$ cat config.mk
export PLATFORM = sky130hd
export DESIGN_NAME = ecsc_device_flat
export DESIGN_NICKNAME = d
export VERILOG_FILES = /design/src/ecsc_pkg.sv /design/src/ecsc_link_if.sv /design/src/ecsc_device.sv /design/src/flat_wrapper.sv
export SDC_FILE = /design/constraint.sdc
export NUM_CORES = 2
export LEC_CHECK = 0
export ABC_AREA = 1
export BUFFER_PORTS_ARGS = -buffer_cell sky130_fd_sc_hd__buf_2
export CAP_MARGIN = 10
export CORE_MARGIN = 4
export CORE_UTILIZATION = 40
export DETAILED_ROUTE_END_ITERATION = 12
export GPL_ROUTABILITY_DRIVEN = 1
export HOLD_SLACK_MARGIN = 0.02
export SLEW_MARGIN = 20
export SYNTH_ARGS = -nofsm -noshare
export SYNTH_HDL_FRONTEND = slang
export SYNTH_SLANG_ARGS = --single-unit
$ cat constraint.sdc
create_clock -name clk -period 6.9 [get_ports clk]
set_input_delay 2.07 -clock clk [delete_from_list [all_inputs] [get_ports clk]]
set_output_delay 2.07 -clock clk [all_outputs]
set_load 0.03 [all_outputs]
$ cat src/ecsc_pkg.sv
package ecsc_pkg;
   localparam int CLK_MHZ = 200;
   localparam int UNLOCK_WINDOW_MS = 10;
   localparam int UNLOCK_WINDOW_CYC = UNLOCK_WINDOW_MS * CLK_MHZ * 1000;
   localparam int NV_OP_CYC = 64;
   localparam int BIST_CYC = 32;
   localparam int CLKMON_MIN_TOGGLES = 2;
   localparam int SCLK_HALF = 8;
   localparam int FRAME_BITS = 24;
   localparam int HEAD_BITS = 8;
   localparam int EE_BYTES = 17;
   localparam int CFG_BYTES = 24;
   localparam int SHADOW_WORDS = 10;
   localparam logic [15:0] KEY0 = 16'h000F;
   localparam logic [15:0] KEY1 = 16'h0055;
   localparam logic [15:0] KEY2 = 16'h00AA;
   localparam logic [15:0] KEY3 = 16'h00F0;
   localparam logic [7:0] CMD_PROGRAM = 8'hA7;
   localparam logic [7:0] CMD_RELOAD = 8'hA2;
   localparam logic [7:0] CMD_DONE = 8'h00;
   localparam logic [7:0] CRC_SEED = 8'hFF;
   localparam logic [7:0] CRC_POLY = 8'h07;
   localparam logic [6:0] A_THR1 = 7'h00;
   localparam logic [6:0] A_THR6 = 7'h05;
   localparam logic [6:0] A_LOOP = 7'h06;
   localparam logic [6:0] A_AFE = 7'h07;
   localparam logic [6:0] A_PHASE = 7'h08;
   localparam logic [6:0] A_GEN = 7'h09;
   localparam logic [6:0] A_CTRL1 = 7'h0A;
   localparam logic [6:0] A_CTRL2 = 7'h0B;
   localparam logic [6:0] A_EEPROM_COMMAND = 7'h0C;
   localparam logic [6:0] A_UNLK = 7'h0D;
   localparam logic [6:0] A_EECRC = 7'h0E;
   localparam logic [6:0] A_STAT1 = 7'h0F;
   localparam logic [6:0] A_STAT4 = 7'h10;
   localparam logic [6:0] A_CHECKSUM_CHECK_ENABLE = 7'h11;
   localparam logic [6:0] A_GOOD = 7'h12;
   localparam logic [6:0] A_CALC = 7'h13;
   localparam int CTRL2_ABIST_BIT = 0;
   localparam int CTRL2_LBIST_BIT = 1;
   localparam int STAT1_CFGF_BIT = 0;
   localparam int STAT4_LBIST_BIT = 0;
   localparam int STAT4_ABIST_BIT = 1;
   localparam int CHECKSUM_CHECK_ENABLE_EN_BIT = 0;
   localparam int UNLK_OPEN_BIT = 0;
   localparam logic [9:0][15:0] NV_FACTORY = {16'h0002, 16'h1400, 16'h0005, 16'h0514,
      16'h038F, 16'h1C00, 16'h07E2, 16'hFCFF, 16'h00ED, 16'h8B40};
   localparam logic [3:0][15:0] LBIST_PAT = {16'hAAAA, 16'h5555, 16'hFFFF, 16'h0000};

   typedef enum logic [1:0] {
      ECSC_IDLE = 2'b00,
      ECSC_NVOP = 2'b01,
      ECSC_EECRC = 2'b10,
      ECSC_CFGCRC = 2'b11
   } ecsc_state_e;

   // One byte of the checksum, bits taken most significant first.
   function automatic logic [7:0] ecsc_crc8_byte(input logic [7:0] c, input logic [7:0] d);
      logic [7:0] x;
      logic fb;
      x = c;
      for (int i = 7; i >= 0; i--) begin
         fb = x[7] ^ d[i];
         x = {x[6:0], 1'h0} ^ (fb ? CRC_POLY : 8'h00);
      end
      return x;
   endfunction
endpackage

$ cat src/ecsc_link_if.sv
`timescale 1ns/10ps
interface ecsc_link_if;
   logic sclk;
   logic cs_n;
   logic mosi;
   logic miso;
   modport host (output sclk, output cs_n, output mosi, input miso);
   modport dev (input sclk, input cs_n, input mosi, output miso);
endinterface

$ cat src/ecsc_device.sv
// Added by the designer: the serial link port and the register addresses.
`timescale 1ns/10ps
module ecsc_device #(
   parameter int UNLOCK_WINDOW_CYC = ecsc_pkg::UNLOCK_WINDOW_CYC
) (
   input wire logic clk,
   input wire logic reset,
   input wire logic ce,
   ecsc_link_if.dev link,
   input wire logic diag_state,
   input wire logic analog_trip,
   input wire logic clock_monitor_in,
   output logic selftest_stimulus,
   output logic clock_fail_emulate,
   output logic config_checksum_fault,
   output logic eeprom_busy
);
   typedef struct packed {
      logic sclk_s1, sclk_s2, sclk_s3, cs_s1, cs_s2, mosi_s1, mosi_s2;
      logic cmon_s1, cmon_s2, cmon_s3, trip_s1, trip_s2;
      logic [4:0] bit_cnt;
      logic [22:0] rx;
      logic [15:0] tx;
      logic miso;
      logic [9:0][15:0] shadow;
      logic [9:0][15:0] nv;
      logic [15:0] ctrl1;
      logic [3:0] ctrl2_hi;
      logic [7:0] good, calc, eecrc, crc, cmd;
      logic crc_en, cfg_fault, unlocked, op_prog, boot_pend, diag_prev;
      logic [1:0] unlock_idx;
      logic [21:0] unlock_tmr;
      ecsc_pkg::ecsc_state_e st;
      logic [6:0] op_cnt;
      logic [4:0] byte_idx;
      logic abist_run, lbist_run, abist_f, lbist_f, trip_seen;
      logic [1:0] tog_cnt;
      logic [5:0] abist_cnt;
      logic [2:0] lbist_cnt;
      logic [15:0] lb_pat;
      logic lbf_acc;
   } ecsc_dev_s;

   ecsc_dev_s r_reg;
   ecsc_dev_s r_next;
   logic [135:0] ee_str;
   logic [191:0] cfg_str;
   logic [5:0] ctrl2_live;
   logic [15:0] rd_word;
   logic [7:0] head;
   logic [23:0] frame;
   logic rise;
   logic fall;
   logic [7:0] crc_byte;
   localparam logic [6:0] A_GEN_IDX = ecsc_pkg::A_GEN;

   assign ctrl2_live = {r_reg.ctrl2_hi, r_reg.lbist_run, r_reg.abist_run};
   assign ee_str = {32'h0, r_reg.shadow[9][8:7], r_reg.shadow[9][5:0], r_reg.shadow[4][12:10],
      r_reg.shadow[7][3:0], r_reg.shadow[1][8:0], r_reg.shadow[3][10:5], r_reg.shadow[5][9:0],
      r_reg.shadow[3][4:0], r_reg.shadow[6][10:0], r_reg.shadow[8], r_reg.shadow[0],
      r_reg.shadow[2]};
   assign cfg_str = {r_reg.shadow[0], 7'h0, r_reg.shadow[1][8:0], r_reg.shadow[2], 5'h0,
      r_reg.shadow[3][10:0], 3'h0, r_reg.shadow[4][12:10], 10'h0, 6'h0, r_reg.shadow[5][9:0],
      5'h0, r_reg.shadow[6][10:0], 12'h0, r_reg.shadow[7][3:0], r_reg.shadow[8], 7'h0,
      r_reg.shadow[9][8:7], 1'h0, r_reg.shadow[9][5:0], 2'h0, r_reg.ctrl1[13], 1'h0,
      r_reg.ctrl1[11:0], 10'h0, ctrl2_live};
   assign rise = r_reg.sclk_s2 & ~r_reg.sclk_s3 & ~r_reg.cs_s2;
   assign fall = ~r_reg.sclk_s2 & r_reg.sclk_s3 & ~r_reg.cs_s2;
   assign head = {r_reg.rx[6:0], r_reg.mosi_s2};
   assign frame = {r_reg.rx, r_reg.mosi_s2};

   ////////////////////////////////////////////////////////////////////////////////
   always_comb begin
      rd_word = 16'h0000;
      if (head[6:0] <= A_GEN_IDX) begin
         rd_word = r_reg.shadow[head[3:0]];
      end else begin
         case (head[6:0])
            ecsc_pkg::A_CTRL1: rd_word = r_reg.ctrl1;
            ecsc_pkg::A_CTRL2: rd_word = {10'h0, ctrl2_live};
            ecsc_pkg::A_EEPROM_COMMAND: rd_word = {8'h00, r_reg.cmd};
            ecsc_pkg::A_UNLK: rd_word = {15'h0, r_reg.unlocked};
            ecsc_pkg::A_EECRC: rd_word = {8'h00, r_reg.eecrc};
            ecsc_pkg::A_STAT1: rd_word = {15'h0, r_reg.cfg_fault};
            ecsc_pkg::A_STAT4: rd_word = {14'h0, r_reg.abist_f, r_reg.lbist_f};
            ecsc_pkg::A_CHECKSUM_CHECK_ENABLE: rd_word = {15'h0, r_reg.crc_en};
            ecsc_pkg::A_GOOD: rd_word = {8'h00, r_reg.good};
            ecsc_pkg::A_CALC: rd_word = {8'h00, r_reg.calc};
            default: rd_word = 16'h0000;
         endcase
      end
   end

   ////////////////////////////////////////////////////////////////////////////////
   always_comb begin
      r_next = r_reg;
      crc_byte = 8'h00;
      // Pins from the far end are sampled twice before any use.
      r_next.sclk_s1 = link.sclk;
      r_next.sclk_s2 = r_reg.sclk_s1;
      r_next.sclk_s3 = r_reg.sclk_s2;
      r_next.cs_s1 = link.cs_n;
      r_next.cs_s2 = r_reg.cs_s1;
      r_next.mosi_s1 = link.mosi;
      r_next.mosi_s2 = r_reg.mosi_s1;
      r_next.cmon_s1 = clock_monitor_in;
      r_next.cmon_s2 = r_reg.cmon_s1;
      r_next.cmon_s3 = r_reg.cmon_s2;
      r_next.trip_s1 = analog_trip;
      r_next.trip_s2 = r_reg.trip_s1;
      r_next.diag_prev = diag_state;

      // Unlock window; an expired partial sequence starts over.
      if (r_reg.unlock_idx != 2'h0) begin
         r_next.unlock_tmr = r_reg.unlock_tmr + 22'h000001;
         if (r_reg.unlock_tmr >= 22'(UNLOCK_WINDOW_CYC - 1)) begin
            r_next.unlock_idx = 2'h0;
         end
      end

      // Serial link framing.
      if (r_reg.cs_s2) begin
         r_next.bit_cnt = 5'h00;
         r_next.miso = 1'h0;
      end else if (rise) begin
         r_next.rx = frame[22:0];
         r_next.bit_cnt = r_reg.bit_cnt + 5'h01;
         if (r_reg.bit_cnt == 5'(ecsc_pkg::HEAD_BITS - 1)) begin
            r_next.tx = rd_word;
         end
         if (r_reg.bit_cnt == 5'(ecsc_pkg::FRAME_BITS - 1) && frame[23]) begin
            if (frame[22:16] <= A_GEN_IDX) begin
               r_next.shadow[frame[19:16]] = frame[15:0];
            end
            case (frame[22:16])
               ecsc_pkg::A_CTRL1: r_next.ctrl1 = frame[15:0];
               ecsc_pkg::A_CTRL2: begin
                  r_next.ctrl2_hi = frame[5:2];
                  if (frame[ecsc_pkg::CTRL2_ABIST_BIT] && !r_reg.abist_run) begin
                     r_next.abist_run = 1'h1;
                     r_next.abist_cnt = 6'h00;
                     r_next.trip_seen = 1'h0;
                     r_next.tog_cnt = 2'h0;
                  end
                  if (frame[ecsc_pkg::CTRL2_LBIST_BIT] && !r_reg.lbist_run) begin
                     r_next.lbist_run = 1'h1;
                     r_next.lbist_cnt = 3'h0;
                     r_next.lbf_acc = 1'h0;
                  end
               end
               ecsc_pkg::A_EEPROM_COMMAND: begin
                  if (r_reg.unlocked && r_reg.st != ecsc_pkg::ECSC_NVOP
                     && r_reg.st != ecsc_pkg::ECSC_EECRC
                     && (frame[7:0] == ecsc_pkg::CMD_PROGRAM
                     || frame[7:0] == ecsc_pkg::CMD_RELOAD)) begin
                     r_next.cmd = frame[7:0];
                     r_next.op_prog = (frame[7:0] == ecsc_pkg::CMD_PROGRAM);
                     r_next.st = ecsc_pkg::ECSC_NVOP;
                     r_next.op_cnt = 7'h00;
                  end
               end
               ecsc_pkg::A_UNLK: begin
                  if (!diag_state) begin
                     r_next.unlock_idx = 2'h0;
                  end else if (frame[15:0] == key_at(r_reg.unlock_idx)) begin
                     r_next.unlock_idx = r_reg.unlock_idx + 2'h1;
                     if (r_reg.unlock_idx == 2'h0) begin
                        r_next.unlock_tmr = 22'h000000;
                     end
                     if (r_reg.unlock_idx == 2'h3) begin
                        r_next.unlocked = 1'h1;
                     end
                  end else begin
                     r_next.unlocked = 1'h0;
                     r_next.unlock_tmr = 22'h000000;
                     r_next.unlock_idx = (frame[15:0] == ecsc_pkg::KEY0) ? 2'h1 : 2'h0;
                  end
               end
               ecsc_pkg::A_CHECKSUM_CHECK_ENABLE: r_next.crc_en = frame[ecsc_pkg::CHECKSUM_CHECK_ENABLE_EN_BIT];
               ecsc_pkg::A_GOOD: r_next.good = frame[7:0];
               default: ;
            endcase
         end
      end else if (fall && r_reg.bit_cnt >= 5'(ecsc_pkg::HEAD_BITS)) begin
         r_next.miso = r_reg.tx[15];
         r_next.tx = {r_reg.tx[14:0], 1'h0};
      end

      if (!diag_state) begin
         r_next.unlocked = 1'h0;
         r_next.unlock_idx = 2'h0;
      end

      // Self-tests start on every entry into diagnostics.
      if (diag_state && !r_reg.diag_prev) begin
         r_next.abist_run = 1'h1;
         r_next.abist_cnt = 6'h00;
         r_next.trip_seen = 1'h0;
         r_next.tog_cnt = 2'h0;
         r_next.lbist_run = 1'h1;
         r_next.lbist_cnt = 3'h0;
         r_next.lbf_acc = 1'h0;
      end else begin
         if (r_reg.abist_run) begin
            r_next.abist_cnt = r_reg.abist_cnt + 6'h01;
            r_next.trip_seen = r_reg.trip_seen | r_reg.trip_s2;
            if ((r_reg.cmon_s2 ^ r_reg.cmon_s3) && r_reg.tog_cnt != 2'h3) begin
               r_next.tog_cnt = r_reg.tog_cnt + 2'h1;
            end
            if (r_reg.abist_cnt == 6'(ecsc_pkg::BIST_CYC - 1)) begin
               r_next.abist_run = 1'h0;
               r_next.abist_f = !(r_reg.trip_seen
                  && r_reg.tog_cnt >= 2'(ecsc_pkg::CLKMON_MIN_TOGGLES));
            end
         end
         if (r_reg.lbist_run) begin
            r_next.lbist_cnt = r_reg.lbist_cnt + 3'h1;
            if (r_reg.lbist_cnt != 3'h4) begin
               r_next.lb_pat = ecsc_pkg::LBIST_PAT[r_reg.lbist_cnt[1:0]];
            end
            if (r_reg.lbist_cnt != 3'h0
               && r_reg.lb_pat != ecsc_pkg::LBIST_PAT[2'(r_reg.lbist_cnt - 3'h1)]) begin
               r_next.lbf_acc = 1'h1;
            end
            if (r_reg.lbist_cnt == 3'h4) begin
               r_next.lbist_run = 1'h0;
               r_next.lbist_f = r_next.lbf_acc;
            end
         end
      end

      // Memory operations and the shared checksum engine.
      case (r_reg.st)
         ecsc_pkg::ECSC_IDLE: begin
            if (r_reg.boot_pend && diag_state) begin
               r_next.boot_pend = 1'h0;
               r_next.op_prog = 1'h0;
               r_next.op_cnt = 7'h00;
               r_next.st = ecsc_pkg::ECSC_NVOP;
            end else if (r_reg.crc_en && r_next.st == ecsc_pkg::ECSC_IDLE) begin
               // A memory command taken in this cycle must not be lost to a checksum pass.
               r_next.st = ecsc_pkg::ECSC_CFGCRC;
               r_next.byte_idx = 5'h00;
               r_next.crc = ecsc_pkg::CRC_SEED;
            end
         end
         ecsc_pkg::ECSC_NVOP: begin
            r_next.op_cnt = r_reg.op_cnt + 7'h01;
            if (r_reg.op_cnt == 7'(ecsc_pkg::NV_OP_CYC - 1)) begin
               if (r_reg.op_prog) begin
                  r_next.nv = r_reg.shadow;
               end else begin
                  r_next.shadow = r_reg.nv;
               end
               r_next.st = ecsc_pkg::ECSC_EECRC;
               r_next.byte_idx = 5'h00;
               r_next.crc = ecsc_pkg::CRC_SEED;
            end
         end
         ecsc_pkg::ECSC_EECRC: begin
            crc_byte = ecsc_pkg::ecsc_crc8_byte(r_reg.crc, ee_str[{r_reg.byte_idx, 3'h0} +: 8]);
            r_next.crc = crc_byte;
            r_next.byte_idx = r_reg.byte_idx + 5'h01;
            if (r_reg.byte_idx == 5'(ecsc_pkg::EE_BYTES - 1)) begin
               r_next.eecrc = crc_byte;
               r_next.cmd = ecsc_pkg::CMD_DONE;
               r_next.st = ecsc_pkg::ECSC_IDLE;
            end
         end
         ecsc_pkg::ECSC_CFGCRC: begin
            crc_byte = ecsc_pkg::ecsc_crc8_byte(r_reg.crc, cfg_str[{r_reg.byte_idx, 3'h0} +: 8]);
            r_next.crc = crc_byte;
            r_next.byte_idx = r_reg.byte_idx + 5'h01;
            if (r_next.st != ecsc_pkg::ECSC_CFGCRC) begin
               r_next.crc = ecsc_pkg::CRC_SEED;
            end else if (!r_reg.crc_en) begin
               r_next.st = ecsc_pkg::ECSC_IDLE;
            end else if (r_reg.byte_idx == 5'(ecsc_pkg::CFG_BYTES - 1)) begin
               r_next.calc = crc_byte;
               r_next.cfg_fault = (crc_byte != r_reg.good);
               r_next.st = ecsc_pkg::ECSC_IDLE;
            end
         end
         default: r_next.st = ecsc_pkg::ECSC_IDLE;
      endcase
      if (!r_reg.crc_en) begin
         r_next.cfg_fault = 1'h0;
      end
   end

   function automatic logic [15:0] key_at(input logic [1:0] i);
      case (i)
         2'h0: return ecsc_pkg::KEY0;
         2'h1: return ecsc_pkg::KEY1;
         2'h2: return ecsc_pkg::KEY2;
         default: return ecsc_pkg::KEY3;
      endcase
   endfunction

   ////////////////////////////////////////////////////////////////////////////////
   // Memory content starts at factory values; a real array would simply retain it.
   always_ff @(posedge clk) begin
      if (reset) begin
         r_reg <= '0;
         r_reg.nv <= ecsc_pkg::NV_FACTORY;
         r_reg.shadow <= ecsc_pkg::NV_FACTORY;
         r_reg.cs_s1 <= 1'h1;
         r_reg.cs_s2 <= 1'h1;
         r_reg.crc <= ecsc_pkg::CRC_SEED;
         r_reg.boot_pend <= 1'h1;
         r_reg.st <= ecsc_pkg::ECSC_IDLE;
      end else if (ce) begin
         r_reg <= r_next;
      end
   end

   assign link.miso = r_reg.miso;
   assign selftest_stimulus = r_reg.abist_run;
   assign clock_fail_emulate = r_reg.abist_run;
   assign config_checksum_fault = r_reg.cfg_fault;
   assign eeprom_busy = (r_reg.st == ecsc_pkg::ECSC_NVOP) || (r_reg.st == ecsc_pkg::ECSC_EECRC);
endmodule // ecsc_device

$ cat src/flat_wrapper.sv
// flat-port wrapper written by rule: the top's interface ports become plain ports
module ecsc_device_flat 
#(
   parameter int UNLOCK_WINDOW_CYC = ecsc_pkg::UNLOCK_WINDOW_CYC
)
  (clk, reset, ce, diag_state, analog_trip, clock_monitor_in, selftest_stimulus, clock_fail_emulate, config_checksum_fault, eeprom_busy, link_sclk, link_cs_n, link_mosi, link_miso);
  ecsc_link_if link_i ();
  input wire logic clk;
  input wire logic reset;
  input wire logic ce;
  input wire logic diag_state;
  input wire logic analog_trip;
  input wire logic clock_monitor_in;
  output logic selftest_stimulus;
  output logic clock_fail_emulate;
  output logic config_checksum_fault;
  output logic eeprom_busy;
  input wire logic [$bits(link_i.sclk)-1:0] link_sclk;
  input wire logic [$bits(link_i.cs_n)-1:0] link_cs_n;
  input wire logic [$bits(link_i.mosi)-1:0] link_mosi;
  output wire logic [$bits(link_i.miso)-1:0] link_miso;
  assign link_i.sclk = link_sclk;
  assign link_i.cs_n = link_cs_n;
  assign link_i.mosi = link_mosi;
  assign link_miso = link_i.miso;
  ecsc_device #(.UNLOCK_WINDOW_CYC(UNLOCK_WINDOW_CYC)) u_core (.clk(clk), .reset(reset), .ce(ce), .link(link_i), .diag_state(diag_state), .analog_trip(analog_trip), .clock_monitor_in(clock_monitor_in), .selftest_stimulus(selftest_stimulus), .clock_fail_emulate(clock_fail_emulate), .config_checksum_fault(config_checksum_fault), .eeprom_busy(eeprom_busy));
endmodule
==> results.toml <==
[worst_setup_path]
cp_data_arrival_time_ns = 4.82
critPathKind = "in2reg"
slowest_delay_ns = 0.50
timing.rr.start = "u_core.frame[4]"
worst_ep_required_time_ns = 7.38
reg2reg_depth = 14
crit_chain = "buf_6 -> nand2_1 -> nor3_4 -> buf_12 -> inv_4 -> buf_4 -> o21ai_0 -> a21oi_1"
timing.rr.end = "u_core.r_reg[107]"
crit_family = "buffers and inverters"
critPathSlowestCell = "buf_12"
cp-start-kind = "input pin"
crit_fanout = 169
critPathBufInv = 4
worst_setup_path_end_kind = "flop"
reg2reg_slack_ns = 3.09

[synthesis]
synth_nets = 3803
synth-compound-area-share_pct = 28.73
yosysUniqueCellTypes = 55
synth_seq_cells = 500
synth_edf_count = 0
synth_adder_area_share_pct = 0.9162
synth_cells = 3775
synth-seq-area-share_pct = 38.58
synth-xor-area-share_pct = 0.3713
yosysTopAreaCell = "dfxtp_1"
yosysWarnings = 0
synthMuxAreaShare_pct = 0
ys_top_cells_by_count = "nand2_1, dfxtp_1, o21ai_0"
async_flop_share_pct = 0
syn_avg_cell_area_um2 = 6.873
synth_flop_cell = "dfxtp_1"
synth_top_family_by_area = "compound AO/OA/AOI/OAI gates"
synth.most_common_cell = "nand2_1"
yosys.area.top_type_share_pct = 38.58
synth-simple-area-share_pct = 22.68
synth_area_leaders = "dfxtp_1, nand2_1, o21ai_0"
synth_area_um2 = 25950

[power_and_ir_drop]
p_per_area_nw_per_um2 = 228.4
irDropWorstVdd_mv = 0.1856
leakagePower_nw = 11.02

[route]
routed_wl_um = 94150
drtIter0Drc = 3103
vias_per_cell = 5.864
wl_per_cell_um = 20.85
drc = 0
via_count = 26480
drt_pass1_iterations = 6
route.antenna.remaining_nets = 0

[cells_and_area]
largest_reg_flops = 344
synthToLayoutAreaGrowth_pct = 8.535
multiInputGateArea_um2 = 13710
drive_gt1_share_pct = 5.546
num-fill-cells = 6610
final_nets = 3643
layoutNonFillerInstCount = 4515
ff_latch_area_um2 = 10010
stdcell_area_um2 = 28160
n_antenna_cell = 0

[clock_network]
clockBufferDepth = 3
post_cts_resized = 0
cts-htree-levels = 2
clk_pin_slew_ns = 0.06
cts_setup_buffers = 0
clock_latency_ns = 0.63
cts.sinks = 500
cts_buffers = 56
hold_buffers = 0
ctsRootBufferMaster = "clkbuf_16"
cts_tree = "yes"

[timing]
max_freq_ghz = 0.2303
rsz0062_at_grt = "no"
fin_ws_ns = 2.558
drv_slew = 0
period_share_pct = 62.93
setup_viol = 0
tns_ns = 0
post-route-min-period_ns = 4.342
report.final.hold_viol_count = 0
maxSlewHeadroom_pct = 27.14
tightest_slew_ns = 1.093
finalClockSkew_ns = 0.02643

[die]
ios = 14
die_h_um = 262.7
start_util_pct = 40.32
core_um2 = 64350
die_area_um2 = 69010
core.rowCount = 93
die_w_um = 262.7

[place]
place_ws_ns = 1.965
dpl_cell_area_um2 = 26420
place.gp.congestion = 0.9833
dp.cells = 4412
io_buffers = 13
hpwl_um = 59220

[grt]
grt_antenna_before_repair = 0
grt_max_degree = 242
grt_pass1_wl_um = 144700
grt_pass1_vias = 23690
grt_usage_pct = 25.94
gr-total-overflow = 0

[min_path]
worst_hold_path_type = "reg2reg"
hold_path_depth = 2
min_to = "u_core.r_reg[226]"
hp-start = "u_core.r_reg[226]"

[status]
outcome = "finished, final reports clean"

[flow_run]
cap_violations = 0
[where the power goes]
part / internal [W] / switching [W]
Clock: 0.00164 / 0.00126
Sequential: 0.00292 / 0.0000420
Combinational: 0.000148 / 0.000427
[through the flow]
| step | util, % | hold slack [ns] | power (W) |
|---|---|---|---|
| 2_1_floorplan | - | 0.4236 | 0.003405 |
| 3_3_place_gp | 41.05 | 0.4329 | 0.003584 |
| 3_5_place_dp | 41.05 | 0.4373 | 0.003584 |
| 4_1_cts | 43.76 | 0.4527 | 0.006471 |
| 5_1_grt | 43.77 | 0.4825 | 0.006668 |
| 6_report | 43.77 | 0.4519 | 0.006433 |
[layout make-up]
class                      instances  share of cell area [%]
multi-input combinational       2697                   48.69
sequential                       500                   35.55
clock buffer                      89                   5.736
inverter                         303                   4.136
tap                              855                   3.799
timing repair buffer              57                   1.626
clock inverter                    14                  0.4576
[placed cells by master (no fill, tap or decap), drive strengths merged, types with 3 or more instances in the layout]
cell type,netlist,final
o21ai,438,438
o21a,4,4
buf,57,57
or2,3,3
a31oi,12,12
a22oi,36,36
nand4,17,17
nand3,189,189
nand2,832,832
clkbuf,218,89
nor3,36,36
a21oi,356,356
a311oi,3,3
o22ai,18,18
inv,300,300
a211oi,14,14
clkinv,3,16
a32oi,3,3
and3,3,3
o21bai,5,5
a221oi,15,15
o221ai,86,86
o2111ai,15,15
nor3b,6,6
dfxtp,500,500
xor2,7,7
nor2,330,330
o211ai,219,219
nor4,11,11
xnor2,4,4
ha,19,19
a31o,7,7
[cell families (layout without fill, tap and decap cells)]
logic type,Yosys count,in the layout
compound gates,1238,1238
xor+xnor,11,11
fa+ha+maj,19,19
buf+inv,578,463
flops,500,500
simple gates,1429,1429
[worst max-delay path by stage]
stage | end | from | depth (start not counted) | slack [ns]
2_1_floorplan | u_core.r_reg[68] | ce | 14 | 2.99
3_3_place_gp | u_core.r_reg[164] | ce | 8 | 1.97
5_1_grt | u_core.r_reg[167] | ce | 8 | 2.35
3_5_place_dp | u_core.r_reg[164] | ce | 8 | 1.97
6_report | u_core.r_reg[164] | ce | 8 | 2.56
4_1_cts | u_core.r_reg[164] | ce | 8 | 2.63
[layer usage]
metal | up-vias | share of wire (%) | global-route usage [%]
met5 | - | 0 | 0
met2 | 1197 | 43 | 39.12
met3 | 221 | 9.4 | 5.065
li1 | 12700 | - | -
met1 | 12360 | 44 | 36.72
met4 | 0 | 3.9 | 9.913
[worst reg2reg max path: stages, from the launching register on]
cell     delay [ns]
dfxtp_1        0.45
inv_1          0.77
nand2_1        0.26
nor2_1         0.28
o21ai_1        0.16
nor4_4         0.51
nor2_1         0.13
nand2_1        0.31
inv_2          0.13
nand2_1        0.08
inv_1          0.06
nand4_2        0.20
inv_2          0.14
o21ai_0        0.18
a21oi_1        0.06
(Power assumes the default switching activity.)
